`src/shared/io_pkg.sv`:
```
// Package with constants and carrier types for the I/O element block
package io_pkg;

    // Block sizing
    localparam int NUM_ELEM = 6;         // Elements in a column block
    localparam int ROW_ELEM = 4;         // Elements usable in a row block
    localparam int BLK_LINES = 4;        // Lines per shared control group
    localparam int IO_CLK_LINES = 8;     // Dedicated low-skew clock lines
    localparam int CTRL_LINE_COUNT = 16; // Shared control lines per block
    localparam int ROW_LINE_COUNT = 28;  // Per-element lines, row block
    localparam int COL_LINE_COUNT = 42;  // Per-element lines, column block
    localparam int SEL_W = 4;            // Width of a source select code
    localparam int CAP_W = 2 * NUM_ELEM; // Captured bits leaving the block

    // Clock period in ns at the 20 MHz system rate
    localparam int CLK_PERIOD_NS = 50;

    // Source select codes shared by every control of an element
    localparam logic [3:0] SRC_BLK0 = 4'h0;  // Shared block line 0..3
    localparam logic [3:0] SRC_ELEM = 4'h4;  // Per-element I/O line
    localparam logic [3:0] SRC_ARRAY = 4'h5; // Direct logic array line
    localparam logic [3:0] SRC_ONE = 4'h6;   // Tied active
    localparam logic [3:0] SRC_ZERO = 4'h7;  // Tied inactive
    localparam logic [3:0] SRC_IOCLK0 = 4'h8; // Dedicated clock 0..7

    // Async clear or preset level of each element, bit per element
    localparam logic [5:0] ASYNC_SET_MASK = 6'h00;

    // Shared high-fanout control lines of one block
    typedef struct packed {
        logic [3:0] oe;  // Output enables
        logic [3:0] ce;  // Clock enables
        logic [3:0] clk; // Clock enable pulses
        logic [3:0] clr; // Clears
    } blk_ctrl_s;

    // Per-element data and control lines
    typedef struct packed {
        logic dout_a; // First output bit
        logic dout_b; // Second output bit
        logic oe;     // Output enable
        logic ce_in;  // Input clock enable
        logic ce_out; // Output clock enable
        logic clk;    // Clock enable pulse
        logic clr;    // Clear
    } elem_line_s;

    // Per-element configuration
    typedef struct packed {
        logic [3:0] oe_src;     // Output enable source
        logic [3:0] cein_src;   // Input clock enable source
        logic [3:0] ceout_src;  // Output clock enable source
        logic [3:0] aclr_src;   // Async clear or preset source
        logic [3:0] sclr_src;   // Sync clear or preset source
        logic [3:0] clkin_src;  // Input clock source
        logic [3:0] clkout_src; // Output and OE clock source
        logic data_array;       // Output data from logic array
        logic ddr_in;           // Double-rate capture
        logic ddr_out;          // Double-rate drive
        logic oe_reg_en;        // Registered output enable
        logic oe_neg_en;        // Falling-edge OE stage in use
        logic sclr_set;         // Sync event presets instead of clears
    } elem_cfg_s;

    // Resolved controls handed to one element cell
    typedef struct packed {
        logic enable;    // Element exists in this block
        logic clkin_en;  // Input clock pulse
        logic cein;      // Input clock enable
        logic clkout_en; // Output clock pulse
        logic ceout;     // Output clock enable
        logic aclr;      // Async clear or preset
        logic sclr;      // Sync clear or preset
        logic oe_raw;    // Unregistered output enable
        logic dout_a;    // First output bit
        logic dout_b;    // Second output bit
        logic ddr_in;    // Double-rate capture
        logic ddr_out;   // Double-rate drive
        logic oe_reg_en; // Registered output enable
        logic oe_neg_en; // Falling-edge OE stage
        logic sclr_set;  // Sync preset level
    } cell_ctrl_s;

endpackage

```
`src/io_element_cell.sv`:
```
// One bidirectional I/O element: capture, drive and enable registers
`timescale 1ns/1ps

module io_element_cell #(
    parameter logic ASYNC_SET = 1'b0 // Level forced by async clear
) (
    // Clock and reset
    input wire logic clk_in,
    input wire logic arst_n_in,
    // Resolved controls
    input io_pkg::cell_ctrl_s ctrl_in,
    // Pin side
    input wire logic pin_in,
    output logic pin_out,
    output logic pin_oe_out,
    // Captured pair, first bit high
    output logic [1:0] cap_out
);

    // Rising-edge state
    typedef struct packed {
        logic in_a;   // Rising-edge capture
        logic in_lat; // Falling bit realigned
        logic out_a;  // First output bit
        logic out_b;  // Second output bit
        logic oe_q;   // Registered output enable
    } pos_s;

    // Falling-edge state
    typedef struct packed {
        logic in_b;   // Falling-edge capture
        logic oe_neg; // Falling-edge output enable
    } neg_s;

    pos_s pos_reg;
    pos_s pos_next;
    neg_s neg_reg;
    logic rst_n; // Board reset or selected async clear

    // Async clear acts at once, without a clock edge
    assign rst_n = arst_n_in & ~ctrl_in.aclr;

    // Next rising-edge state
    always_comb begin
        pos_next = pos_reg;
        // Input side, own clock and enable
        if (ctrl_in.enable && ctrl_in.clkin_en && ctrl_in.cein) begin
            if (ctrl_in.sclr) begin
                pos_next.in_a = ctrl_in.sclr_set;
                pos_next.in_lat = ctrl_in.sclr_set;
            end else begin
                pos_next.in_a = pin_in;
                // Held falling bit joins the rising one
                pos_next.in_lat = ctrl_in.ddr_in ? neg_reg.in_b : pin_in;
            end
        end
        // Output and OE share one clock and enable
        if (ctrl_in.enable && ctrl_in.clkout_en && ctrl_in.ceout) begin
            if (ctrl_in.sclr) begin
                pos_next.out_a = ctrl_in.sclr_set;
                pos_next.out_b = ctrl_in.sclr_set;
                pos_next.oe_q = 1'b0;
            end else begin
                pos_next.out_a = ctrl_in.dout_a;
                pos_next.out_b = ctrl_in.dout_b;
                pos_next.oe_q = ctrl_in.oe_raw;
            end
        end
    end

    // Rising-edge registers
    always_ff @(posedge clk_in or negedge rst_n) begin
        if (!rst_n) begin
            pos_reg <= '{default: ASYNC_SET};
        end else begin
            pos_reg <= pos_next;
        end
    end

    // Falling-edge capture and OE delay stage
    always_ff @(negedge clk_in or negedge rst_n) begin
        if (!rst_n) begin
            neg_reg <= '{default: ASYNC_SET};
        end else if (ctrl_in.enable) begin
            if (ctrl_in.cein) begin
                neg_reg.in_b <= pin_in;
            end
            neg_reg.oe_neg <= pos_reg.oe_q;
        end
    end

    // Pin drive: first bit while clock high, second while low
    assign pin_out = (ctrl_in.ddr_out && !clk_in) ? pos_reg.out_b : pos_reg.out_a;

    // Registered or direct enable; falling stage delays turn-on
    always_comb begin
        if (!ctrl_in.enable) begin
            pin_oe_out = 1'b0;
        end else if (!ctrl_in.oe_reg_en) begin
            pin_oe_out = ctrl_in.oe_raw;
        end else if (ctrl_in.oe_neg_en) begin
            pin_oe_out = pos_reg.oe_q & neg_reg.oe_neg;
        end else begin
            pin_oe_out = pos_reg.oe_q;
        end
    end

    // Both bits presented on the same rising edge
    assign cap_out = ctrl_in.ddr_in ? {pos_reg.in_a, pos_reg.in_lat}
                                    : {pos_reg.in_a, pos_reg.in_a};

endmodule // io_element_cell

```
`src/io_element_block.sv`:
```
// I/O block: control selection, routing and six element cells
//
// Functional notes
// - Six registers plus latch per element
// - Double-rate capture and drive use both registers
// - Registered output enable, or direct enable
// - One OE register clocks on falling edge
// - Each element selects its own control sources
// - Input register has own clock and enable
// - Output and OE registers share clock, enable
// - Row block four elements, column block six
// - Row drives all nets; column only column
// - Sixteen shared control lines per block
// - Row block takes 28 per-element lines
// - Column block takes 42 per-element lines
// - Captured input routed onto I/O interconnect
// - Controls and data also from logic array
// - Eight dedicated I/O clock lines available
// - Latch aligns both captured bits to edge
// - Pin shows first bit high, second low
// - Falling OE stage holds driver off first
// - Output registers hold when enable low
`timescale 1ns/1ps

module io_element_block (
    // Clock and reset
    input wire logic CLK_IN,
    input wire logic ARST_N_IN,
    // Block shape: high for a row block, low for a column block
    input wire logic ROW_BLOCK_IN,
    // Shared high-fanout control lines
    input io_pkg::blk_ctrl_s BLK_CTRL_IN,
    // Dedicated I/O clock enable pulses
    input wire logic [io_pkg::IO_CLK_LINES-1:0] IO_CLK_IN,
    // Per-element lines from the I/O interconnect
    input io_pkg::elem_line_s [io_pkg::NUM_ELEM-1:0] ELEM_LINES_IN,
    // Per-element lines straight from the logic array
    input io_pkg::elem_line_s [io_pkg::NUM_ELEM-1:0] ARRAY_LINES_IN,
    // Per-element configuration
    input io_pkg::elem_cfg_s [io_pkg::NUM_ELEM-1:0] ELEM_CFG_IN,
    // Package pins
    input wire logic [io_pkg::NUM_ELEM-1:0] PIN_IN,
    output logic [io_pkg::NUM_ELEM-1:0] PIN_OUT,
    output logic [io_pkg::NUM_ELEM-1:0] PIN_OE_OUT,
    // Captured data onto the interconnect
    output logic [io_pkg::CAP_W-1:0] COL_DATA_OUT,
    output logic [io_pkg::CAP_W-1:0] ROW_DATA_OUT,
    output logic [io_pkg::CAP_W-1:0] DIRECT_DATA_OUT
);

    // Block-level state: registered interconnect drivers
    typedef struct packed {
        logic [io_pkg::CAP_W-1:0] col;    // Column interconnect
        logic [io_pkg::CAP_W-1:0] row;    // Row interconnect
        logic [io_pkg::CAP_W-1:0] direct; // Direct link
    } blk_state_s;

    blk_state_s state_reg;
    blk_state_s state_next;

    // Resolved controls per element
    io_pkg::cell_ctrl_s [io_pkg::NUM_ELEM-1:0] cell_ctrl;
    // Captured pairs from all elements
    logic [io_pkg::CAP_W-1:0] cap_all;
    // Elements that exist in this block shape
    logic [io_pkg::NUM_ELEM-1:0] elem_en;

    // Pick one control level from its configured source
    function automatic logic pick_src(
        input logic [3:0] sel,
        input logic [3:0] blk,
        input logic elem,
        input logic arr,
        input logic [7:0] ioclk
    );
        logic res;
        res = 1'b0;
        case (sel)
            4'h0, 4'h1, 4'h2, 4'h3: res = blk[sel[1:0]];
            io_pkg::SRC_ELEM: res = elem;
            io_pkg::SRC_ARRAY: res = arr;
            io_pkg::SRC_ONE: res = 1'b1;
            io_pkg::SRC_ZERO: res = 1'b0;
            default: res = ioclk[sel[2:0]];
        endcase
        return res;
    endfunction

    // Build the resolved control set for one element
    function automatic io_pkg::cell_ctrl_s make_ctrl(
        input io_pkg::elem_cfg_s cfg,
        input io_pkg::elem_line_s ln,
        input io_pkg::elem_line_s arr,
        input io_pkg::blk_ctrl_s blk,
        input logic [7:0] ioclk,
        input logic en
    );
        io_pkg::cell_ctrl_s c;
        c = '0;
        c.enable = en;
        // Clocks may come from block, element, array or I/O clocks
        c.clkin_en = pick_src(cfg.clkin_src, blk.clk, ln.clk, arr.clk, ioclk);
        c.clkout_en = pick_src(cfg.clkout_src, blk.clk, ln.clk, arr.clk, ioclk);
        // Enables and clears never see the dedicated clocks
        c.cein = pick_src(cfg.cein_src, blk.ce, ln.ce_in, arr.ce_in, 8'h00);
        c.ceout = pick_src(cfg.ceout_src, blk.ce, ln.ce_out, arr.ce_out, 8'h00);
        c.aclr = pick_src(cfg.aclr_src, blk.clr, ln.clr, arr.clr, 8'h00);
        c.sclr = pick_src(cfg.sclr_src, blk.clr, ln.clr, arr.clr, 8'h00);
        c.oe_raw = pick_src(cfg.oe_src, blk.oe, ln.oe, arr.oe, 8'h00);
        // Output data over the I/O lines or the slower array path
        c.dout_a = cfg.data_array ? arr.dout_a : ln.dout_a;
        c.dout_b = cfg.data_array ? arr.dout_b : ln.dout_b;
        // Mode bits pass through
        c.ddr_in = cfg.ddr_in;
        c.ddr_out = cfg.ddr_out;
        c.oe_reg_en = cfg.oe_reg_en;
        c.oe_neg_en = cfg.oe_neg_en;
        c.sclr_set = cfg.sclr_set;
        return c;
    endfunction

    // One cell per element position
    genvar gi;
    generate
        for (gi = 0; gi < io_pkg::NUM_ELEM; gi++) begin : g_elem
            // Row block leaves the upper two positions empty
            assign elem_en[gi] = !(ROW_BLOCK_IN && (gi >= io_pkg::ROW_ELEM));

            // Resolve this element's sources
            assign cell_ctrl[gi] = make_ctrl(ELEM_CFG_IN[gi], ELEM_LINES_IN[gi],
                                             ARRAY_LINES_IN[gi], BLK_CTRL_IN,
                                             IO_CLK_IN, elem_en[gi]);

            // Element registers
            io_element_cell #(
                .ASYNC_SET(io_pkg::ASYNC_SET_MASK[gi])
            ) u_cell (
                .clk_in(CLK_IN),
                .arst_n_in(ARST_N_IN),
                .ctrl_in(cell_ctrl[gi]),
                .pin_in(PIN_IN[gi]),
                .pin_out(PIN_OUT[gi]),
                .pin_oe_out(PIN_OE_OUT[gi]),
                .cap_out(cap_all[2*gi+1 -: 2])
            );
        end
    endgenerate

    // Next interconnect values from captured data
    always_comb begin
        state_next = state_reg;
        // Column interconnect is driven by either block shape
        state_next.col = cap_all;
        if (ROW_BLOCK_IN) begin
            // Row block also drives row and direct link
            state_next.row = cap_all;
            state_next.direct = cap_all;
        end else begin
            // Column block keeps off row and direct link
            state_next.row = '0;
            state_next.direct = '0;
        end
    end

    // Interconnect drivers
    always_ff @(posedge CLK_IN or negedge ARST_N_IN) begin
        if (!ARST_N_IN) begin
            state_reg <= '0;
        end else begin
            state_reg <= state_next;
        end
    end

    // Registered outputs
    assign COL_DATA_OUT = state_reg.col;
    assign ROW_DATA_OUT = state_reg.row;
    assign DIRECT_DATA_OUT = state_reg.direct;

endmodule // io_element_block

```
`config.mk`:
```
export PLATFORM = sky130hd
export DESIGN_NAME = io_element_block
export DESIGN_NICKNAME = d
export VERILOG_FILES = /design/src/shared/io_pkg.sv /design/src/io_element_cell.sv /design/src/io_element_block.sv
export SDC_FILE = /design/constraint.sdc
export NUM_CORES = 1
export LEC_CHECK = 0
export BUFFER_PORTS_ARGS = -buffer_cell sky130_fd_sc_hd__buf_2
export CAP_MARGIN = 20
export CORE_MARGIN = 2
export CORE_UTILIZATION = 25
export CTS_CLUSTER_SIZE = 16
export DETAILED_ROUTE_END_ITERATION = 8
export HOLD_SLACK_MARGIN = 0.12
export MAX_ROUTING_LAYER = met4
export PLACE_DENSITY = 0.49
export SYNTH_ARGS = -nofsm -noshare
export SYNTH_HDL_FRONTEND = slang
export SYNTH_SLANG_ARGS = --single-unit
```
`constraint.sdc`:
```
create_clock -name CLK_IN -period 1.6 [get_ports CLK_IN]
set_input_delay 0.16 -clock CLK_IN [delete_from_list [all_inputs] [get_ports CLK_IN]]
set_output_delay 0.16 -clock CLK_IN [all_outputs]
set_load 0.1 [all_outputs]
```
==> Word-level counts from Yosys, hierarchy flattened <==
Memory sizes are Yosys's and may differ from the RTL's.
Cells that the tools add are included.
{ "word_totals": {"out_inout_bits": 48, "word_cells": 819, "n_memories": 30, "regBits": 78, "in_bits": 321, "rom_bits": 240} }
{ "classes": {"n_bitwise": 19, "n_eq_ne": 294, "reduce_logical": 110, "order_cmp": 84, "muxes": 237} }
{ "memory_table": {"columns": ["memory", "words", "width", "read_ports", "rd_ports_with_merged_regs", "wr", "line_no", "source"], "rows": [
  ["(name not given)", 8, 1, 1, 0, 0, "io_element_block.sv:84", "default: res = ioclk[sel[2:0]];"],
  ["(name not given)", 8, 1, 1, 0, 0, "io_element_block.sv:84", null],
  ["(name not given)", 8, 1, 1, 0, 0, "io_element_block.sv:84", null],
  ["(name not given)", 8, 1, 1, 0, 0, "io_element_block.sv:84", null],
  ["(name not given)", 8, 1, 1, 0, 0, "io_element_block.sv:84", null],
  ["(name not given)", 8, 1, 1, 0, 0, "io_element_block.sv:84", null],
  ["24 more memories", null, null, null, null, null, null, null]
]} }
{ "op_table": {"columns": ["cell", "count"], "rows": [
  ["$eq 4x3->1 const B", 168],
  ["$eq 4x2->1 const B", 84],
  ["$pmux 1 s5", 42],
  ["$eq 4x1->1 const B", 42],
  ["$logic_not 4->1", 42],
  ["$lt 3x4->1 const B", 42],
  ["$reduce_or 4->1", 42],
  ["$mux 1", 128],
  ["$lt 2x3->1 const B", 42],
  ["$bmux 1 s2", 42],
  ["$bmux 1 s3", 12],
  ["$mux 24", 1],
  ["$logic_and 1x1->1", 22],
  ["$mux 3", 6],
  ["$and 1x1->1", 12],
  ["$mux 2", 6],
  ["$not 1->1", 7],
  ["$reduce_and 2->1", 2],
  ["$logic_not 1->1", 2]
]} }

==> Logic depth before layout (Yosys ltp) <==
Gate-level depths: netlist (run 1).
{ "depth": {"ltp_word": 5, "depth_mapped": 6, "depth_no_buf": 5} }

==> Modules after synthesis <==
From an unflattened synthesis (run 1), not the netlist that was laid out.
{ "unflattened": {"cells_unflattened": 699, "area_unflattened_um2": 6552.5} }
{ "modules_own_cells": {"columns": ["mod", "n_inst", "cells_per_inst", "area_each_um2", "seq_area_each_um2"], "rows": [
  ["io_element_block", 1, 471, 4172.8, 600.6],
  ["io_element_cell", 6, 38, 396.6, 175.2]
]} }

==> flow_metrics.tcl, run 1 <==
set metrics [dict create \
    yosysWarningCount 0 \
    placed_area_um2 9473 \
    synthDominantAreaCellType "sky130_fd_sc_hd__dfrtp_1" \
    nNetsFinal 1408 \
    synth-async-reset-ratio 1.000 \
    first_pass_grt_wire_length_um 40320 \
    die_x_um 165.1 \
    boundaryPins 369 \
    route.detailed.wl_per_inst_um 19.62 \
    global_route.usage.total 0.2068 \
    timing.critical_path.from_type "register" \
    areaGrowthSynthToFinish_pct 61.88 \
    ant_nets 0 \
    detailedPlacementHpwl_um 23090 \
    die_h_um 165.1 \
    criticalPathCategory "reg -> out" \
    cts_tree "yes" \
    route.detailed.vias_per_inst 4.891 \
    die_area_um2 27250 \
    grt_antenna_before_repair 1 \
    path_buf_inv 1 \
    netlist.area_leader.share 0.2083 \
    critical_path_cell_sequence "o211ai_1, a21oi_2, buf_12" \
    initial_core_util 0.2561 \
    totalWireLength_um 27950 \
    cellLeakagePower_nw 5.064 \
    endpoint "PIN_OE_OUT[5]" \
    worstSkewPairLatency_ns 0.47 \
    power_frac_seq 0.214 \
    critical_path.max_stage_delay_ns 0.41 \
    max-cap-violations 0 \
    grt_start_max_net_pins 13 \
    synthesis.area_um2 6486 \
    critical_path_cell_count 3 \
    violations_in_the_final_reports "negative setup slack" \
    timing.critical_path.max_delay_family "flip-flops" \
    relative_slew_slack 0.5989 \
    detail_route.iter0.violations 240 \
    clock-skew-final_ns 0.03260 \
    internal_power_mw 6.109 \
    yosys.cell_types.count 41 \
    timing.critical_path.fanout_max 2 \
    remaining_drc_errors 0 \
    hold_viol 0 \
    worst_path_required_time_ns 1.44 \
    yosys.cell_count.top_type "sky130_fd_sc_hd__mux2_2" \
    postSynthRegisterBits 66 \
    placement.io_buffers 368 \
    power.density_cell_area_nw_per_um2 1081 \
    timing.critical_path.arrival_ns 2.19 \
    p_sw_frac 0.4621 \
    setup_viol 24 \
    fin_worst_hold_slack_ns 0.1218 \
    syn_area_per_cell_um2 10.34 \
    syn_nets 948 \
    netlist_top_cells_area "sky130_fd_sc_hd__dfrtp_1 21%, sky130_fd_sc_hd__mux2_2 15%, sky130_fd_sc_hd__mux4_2 12%, sky130_fd_sc_hd__mux2i_1 10%, sky130_fd_sc_hd__dfrtn_1 4.6%" \
    synth-seq-area-share 0.2546 \
    crit_path_top_delay_cell "sky130_fd_sc_hd__dfrtn_1" \
    register_to_register_setup_slack_ns -0.52 \
    share_of_power_burned_in_the_clock_network 0.366 \
    min_path_type "in -> async" \
    nFillCells 2575 \
    dr.pass1.iters 4 \
    p_sw_mw 5.247 \
    synth_enable_flop_cells 0 \
    synthFlopType "sky130_fd_sc_hd__dfrtp_1" \
    totalPowerFinal_mw 11.36 \
    core_um2 25330 \
    maximum_ir_drop_on_the_vdd_rail_mv 0.9048 \
    netlist_instances 627 \
    result_of_the_run "finished, violations left" \
    row_count 58 \
    ys_top_cells_by_count "87 x sky130_fd_sc_hd__mux2_2, 67 x sky130_fd_sc_hd__mux2i_1, 54 x sky130_fd_sc_hd__dfrtp_1, 41 x sky130_fd_sc_hd__a21oi_1, 38 x sky130_fd_sc_hd__inv_1" \
    setup.worst_path.end_class "primary output" \
    number_of_global_route_vias_before_repair 7151 \
    timing_worst_slew_pin_value_ns 0.6016 \
    crit_path_start "g_elem[5].u_cell.neg_reg[0]" \
    final_area_um2 10500 \
    clkTransAtPathRegs_ns 0.07 \
    drive_gt1_frac 0.5842 \
    globalplace.congestion 0.8730 \
    worstReg2RegStart "g_elem[0].u_cell.neg_reg[1]" \
    overflow 0 \
    rsz0062_at_grt "true" \
    routed-via-count 6969 \
    setup_slack_ns -0.7494 \
    rr_endpoint "g_elem[0].u_cell.pos_reg[3]" \
    comb_power_share 0.420 \
    finalMaxSlewViolations 0 \
    flip_flop_count_of_the_largest_register_after_layout 30 \
    ff2ff_path_depth 3 \
]
metrics by stage:
step | TNS (ns) | util | setup WS (ns) | cells
floorplan | -6.079 | - | -0.5514 | 627
global placement | -16.57 | 0.3740 | -0.7611 | 1367
detailed placement | -16.83 | 0.3740 | -0.7697 | 1367
CTS | -9.444 | 0.4091 | -0.7551 | 1419
global route | -10.20 | 0.4144 | -0.7977 | 1423
finish | -9.399 | 0.4146 | -0.7494 | 1425
metal layers:
layer / wire, um / vias to the layer above / track usage
li1: - / 3323 / -
met1: 11520 / 3298 / 0.2438
met2: 13750 / 315 / 0.3513
met3: 2147 / 33 / 0.04446
met4: 535 / 0 / 0.06798
met5: 0 / - / -
worst reg2reg max path: cells and delay by family, from the launching register on:
kind / cells / cell delay [ns]
mux: 3 / 0.78
flops: 1 / 0.40
what timing repair did:
item                                    in CTS  in global routing
buffers inserted                             5                  2
endpoints found under the setup margin      25                 25
endpoints found under the hold margin       80                  2
hold buffers                                27                  1
cloned                                       0                  0
pin swaps                                   13                  6
resized for setup                           51                 22
power groups by stage:
stage	registers, mW	clock network [mW]	logic (mW)
after floorplan	3.68	1.06	2.01
after global placement	2.45	1.00	4.62
after detailed placement	2.46	1.00	4.65
after CTS	2.44	4.08	4.76
after global routing	2.50	4.38	5.02
final	2.43	4.15	4.77
cell type report:
type                       count  area, um2  area share
sequential                    66       1652      0.1573
multi-input combinational    477       4679      0.4457
antenna                        3      7.507   0.0007150
clock inverter                 5      37.54    0.003575
clock buffer                  21      462.9     0.04409
tap                          330      412.9     0.03932
timing repair buffer         485       3105      0.2958
inverter                      38      142.6     0.01358
worst min-delay path by stage:
stage | to | cells past startpoint
5_1_grt | g_elem[5].u_cell.pos_reg[2] | 4
2_1_floorplan | COL_DATA_OUT[0] | 0
3_3_place_gp | g_elem[0].u_cell.pos_reg[3] | 3
6_report | g_elem[5].u_cell.pos_reg[4] | 4
4_1_cts | g_elem[5].u_cell.pos_reg[4] | 4
3_5_place_dp | g_elem[0].u_cell.pos_reg[3] | 3
cell families (layout without fill, tap and decap cells):
group                  after synthesis  in the layout  synth area share
AOI/OAI and AO/OA                  137            137            0.1489
buffers and inverters               84            549           0.06327
DFF                                 66             66            0.2546
muxes                              198            198            0.3962
other                                0              3                 0
and+or+nand+nor                    142            142            0.1370
cells in the final DEF (no fill, tap or decap), types with 26 or more instances in the layout:
cell,count
sky130_fd_sc_hd__nor3b_1,26
sky130_fd_sc_hd__buf_2,350
sky130_fd_sc_hd__mux2i_1,67
sky130_fd_sc_hd__o211ai_1,36
sky130_fd_sc_hd__mux4_2,35
sky130_fd_sc_hd__dfrtp_1,54
sky130_fd_sc_hd__nand3b_1,27
sky130_fd_sc_hd__dlygate4sd3_1,28
sky130_fd_sc_hd__inv_1,38
sky130_fd_sc_hd__mux2_2,61
sky130_fd_sc_hd__a21oi_1,37
sky130_fd_sc_hd__mux2_4,28
sky130_fd_sc_hd__buf_4,79
Note: power is estimated with default switching activity, not from simulation.
==> run 2, diff against run 1 <==
--- a/config.mk
+++ b/config.mk
@@ -8,12 +8,10 @@
 export BUFFER_PORTS_ARGS = -buffer_cell sky130_fd_sc_hd__buf_2
 export CAP_MARGIN = 20
 export CORE_MARGIN = 2
-export CORE_UTILIZATION = 25
-export CTS_CLUSTER_SIZE = 16
+export CORE_UTILIZATION = 20
 export DETAILED_ROUTE_END_ITERATION = 8
-export HOLD_SLACK_MARGIN = 0.12
-export MAX_ROUTING_LAYER = met4
-export PLACE_DENSITY = 0.49
+export GPL_TIMING_DRIVEN = 0
+export PLACE_DENSITY_LB_ADDON = 0.15
 export SYNTH_ARGS = -nofsm -noshare
 export SYNTH_HDL_FRONTEND = slang
 export SYNTH_SLANG_ARGS = --single-unit
==> constraint.sdc (replaced) <==
create_clock -name CLK_IN -period 2.81 [get_ports CLK_IN]
set_input_delay 0.281 -clock CLK_IN [delete_from_list [all_inputs] [get_ports CLK_IN]]
set_output_delay 0.281 -clock CLK_IN [all_outputs]
set_load 0.1 [all_outputs]
==> flow_metrics.tcl, run 2 (same netlist as run 1, synthesis figures left out) <==
set metrics [dict create \
    overflow 0 \
    timing.critical_path.fanout_max 2 \
    detailedPlacementHpwl_um 23200 \
    worst_path_required_time_ns 2.53 \
    mostFrequentLayoutCell "sky130_fd_sc_hd__buf_2" \
    setup_slack_ns -0.2691 \
    clkTransAtPathRegs_ns 0.05 \
    rsz0062_at_grt "true" \
    cts_tree "yes" \
    result_of_the_run "finished, violations left" \
    die_x_um 184.1 \
    violations_in_the_final_reports "negative setup slack" \
    maximum_ir_drop_on_the_vdd_rail_mv 0.2621 \
    finalMaxSlewViolations 0 \
    initial_core_util 0.2045 \
    areaGrowthSynthToFinish_pct 45.72 \
    timing.critical_path.from_type "register" \
    core_um2 31720 \
    nNetsFinal 1335 \
    routed-via-count 6585 \
    criticalPathCategory "reg -> out" \
    dr.pass1.iters 4 \
    met2_wirelength_um 13080 \
    number_of_global_route_vias_before_repair 6932 \
    min_path_type "in -> async" \
    grt_antenna_before_repair 12 \
    place_inst 1397 \
    setup_total_negative_slack_ns -1.154 \
    timing.critical_path.arrival_ns 2.80 \
    fraction_of_the_core_area_covered_by_cells_at_the_end_of_the_flow 0.2980 \
    die_area_um2 33890 \
    global_route.usage.total 0.1600 \
    placement.io_buffers 368 \
    top_signal_layer_used "met5" \
    timing_worst_slew_pin_value_ns 0.8048 \
    met3WireLength_um 2436 \
    setup.worst_path.end_class "primary output" \
    setup_viol 6 \
    detail_route.iter0.violations 260 \
    ant_nets 0 \
    final-instance-count-excl-fill 1429 \
    flip_flop_count_of_the_largest_register_after_layout 30 \
    power.density_cell_area_nw_per_um2 645.9 \
    globalplace.congestion 0.7933 \
    totalWireLength_um 27260 \
    remaining_drc_errors 0 \
    mostFrequentLayoutCells "359 x sky130_fd_sc_hd__buf_2, 86 x sky130_fd_sc_hd__mux2_2, 67 x sky130_fd_sc_hd__mux2i_1" \
    worstSkewPairLatency_ns 0.46 \
    boundaryPins 369 \
    route.detailed.vias_per_inst 4.608 \
    relative_slew_slack 0.4611 \
    nFillCells 3455 \
    row_count 65 \
    die_h_um 184.1 \
    grt_start_max_net_pins 31 \
    fin_worst_hold_slack_ns 0.04942 \
    clock-skew-final_ns 0.02781 \
    first_pass_grt_wire_length_um 40580 \
    route.layer.met1.wl_um 11230 \
    max-cap-violations 0 \
    route.detailed.wl_per_inst_um 19.07 \
    drive_gt1_frac 0.5368 \
    cellLeakagePower_nw 4.408 \
    hold_viol 0 \
]
run 2: changes by cell type in the layout (fill, tap and decap cells not counted), moves of 7 or more:
cell	previous run	this run
sky130_fd_sc_hd__clkbuf_1	1	15
sky130_fd_sc_hd__buf_4	79	26
sky130_fd_sc_hd__buf_6	8	1
sky130_fd_sc_hd__buf_2	350	359
sky130_fd_sc_hd__mux2_4	28	1
sky130_fd_sc_hd__mux2_2	61	86
sky130_fd_sc_hd__dlygate4sd3_1	28	10
sky130_fd_sc_hd__buf_12	24	6
run 2: layout make-up:
cell class	count	area, um2	area share
Clock buffer	22	395.4	0.04183
Clock inverter	4	51.30	0.005428
Tap cell	402	503.0	0.05322
Inverter	38	142.6	0.01509
Timing Repair Buffer	373	2012	0.2129
Multi-Input combinational cell	477	4447	0.4705
Buffer	39	229.0	0.02423
Sequential cell	66	1652	0.1747
Antenna cell	8	20.02	0.002118
run 2: critical path, cell delays in order, from the launching register on:
cell and delay (ns):
sky130_fd_sc_hd__dfrtn_1 0.41, sky130_fd_sc_hd__o211ai_1 0.08, sky130_fd_sc_hd__a21oi_1 0.13, sky130_fd_sc_hd__buf_4 0.14
sky130_fd_sc_hd__buf_12 0.16
run 2: per-stage QoR:
| stage | setup slack (ns) | power (mW) | area, um2 |
|---|---|---|---|
| CTS | -0.2932 | 6.235 | 9418 |
| finish | -0.2691 | 6.105 | 9452 |
| global placement | -0.6099 | 4.536 | 8851 |
| detailed placement | -0.5822 | 4.542 | 8851 |
| floorplan | -0.06738 | 3.781 | 6506 |
| global route | -0.3605 | 6.469 | 9434 |
run 2: path summary, 6_finish.rpt:
path	from	end	slack (ns)	cells past startpoint
setup / recovery	g_elem[5].u_cell.neg_reg[0]	PIN_OE_OUT[5]	-0.27	4
hold / removal	ELEM_CFG_IN[154]	g_elem[4].u_cell.pos_reg[2]	0.05	3
min in group CLK_IN	ELEM_CFG_IN[106]	COL_DATA_OUT[6]	0.13	2
hold reg to reg	g_elem[1].u_cell.pos_reg[4]	COL_DATA_OUT[3]	0.42	0
setup reg to reg	g_elem[4].u_cell.neg_reg[1]	g_elem[4].u_cell.pos_reg[3]	0.12	3
max in group asynchronous	ARST_N_IN	g_elem[3].u_cell.neg_reg[0]	0.24	3
run 2: layer usage:
metal  vias up  GRT usage
met5         -          0
met1      3096     0.1827
met3        34    0.05903
met2       268     0.2780
li1       3177          -
met4        10    0.04768
run 2: what timing repair did:
item                                    in CTS  in global routing
setup buffers                                0                  1
pin swaps                                    9                  1
resized for setup                           32                  3
hold buffers                                10                  0
endpoints found under the setup margin      13                 10
hold endpoints to repair                    54                  0
run 2: power by group:
part           switching (mW)  internal (mW)
combinational            1.70          0.817
clock                    1.04           1.18
sequential              0.136           1.23
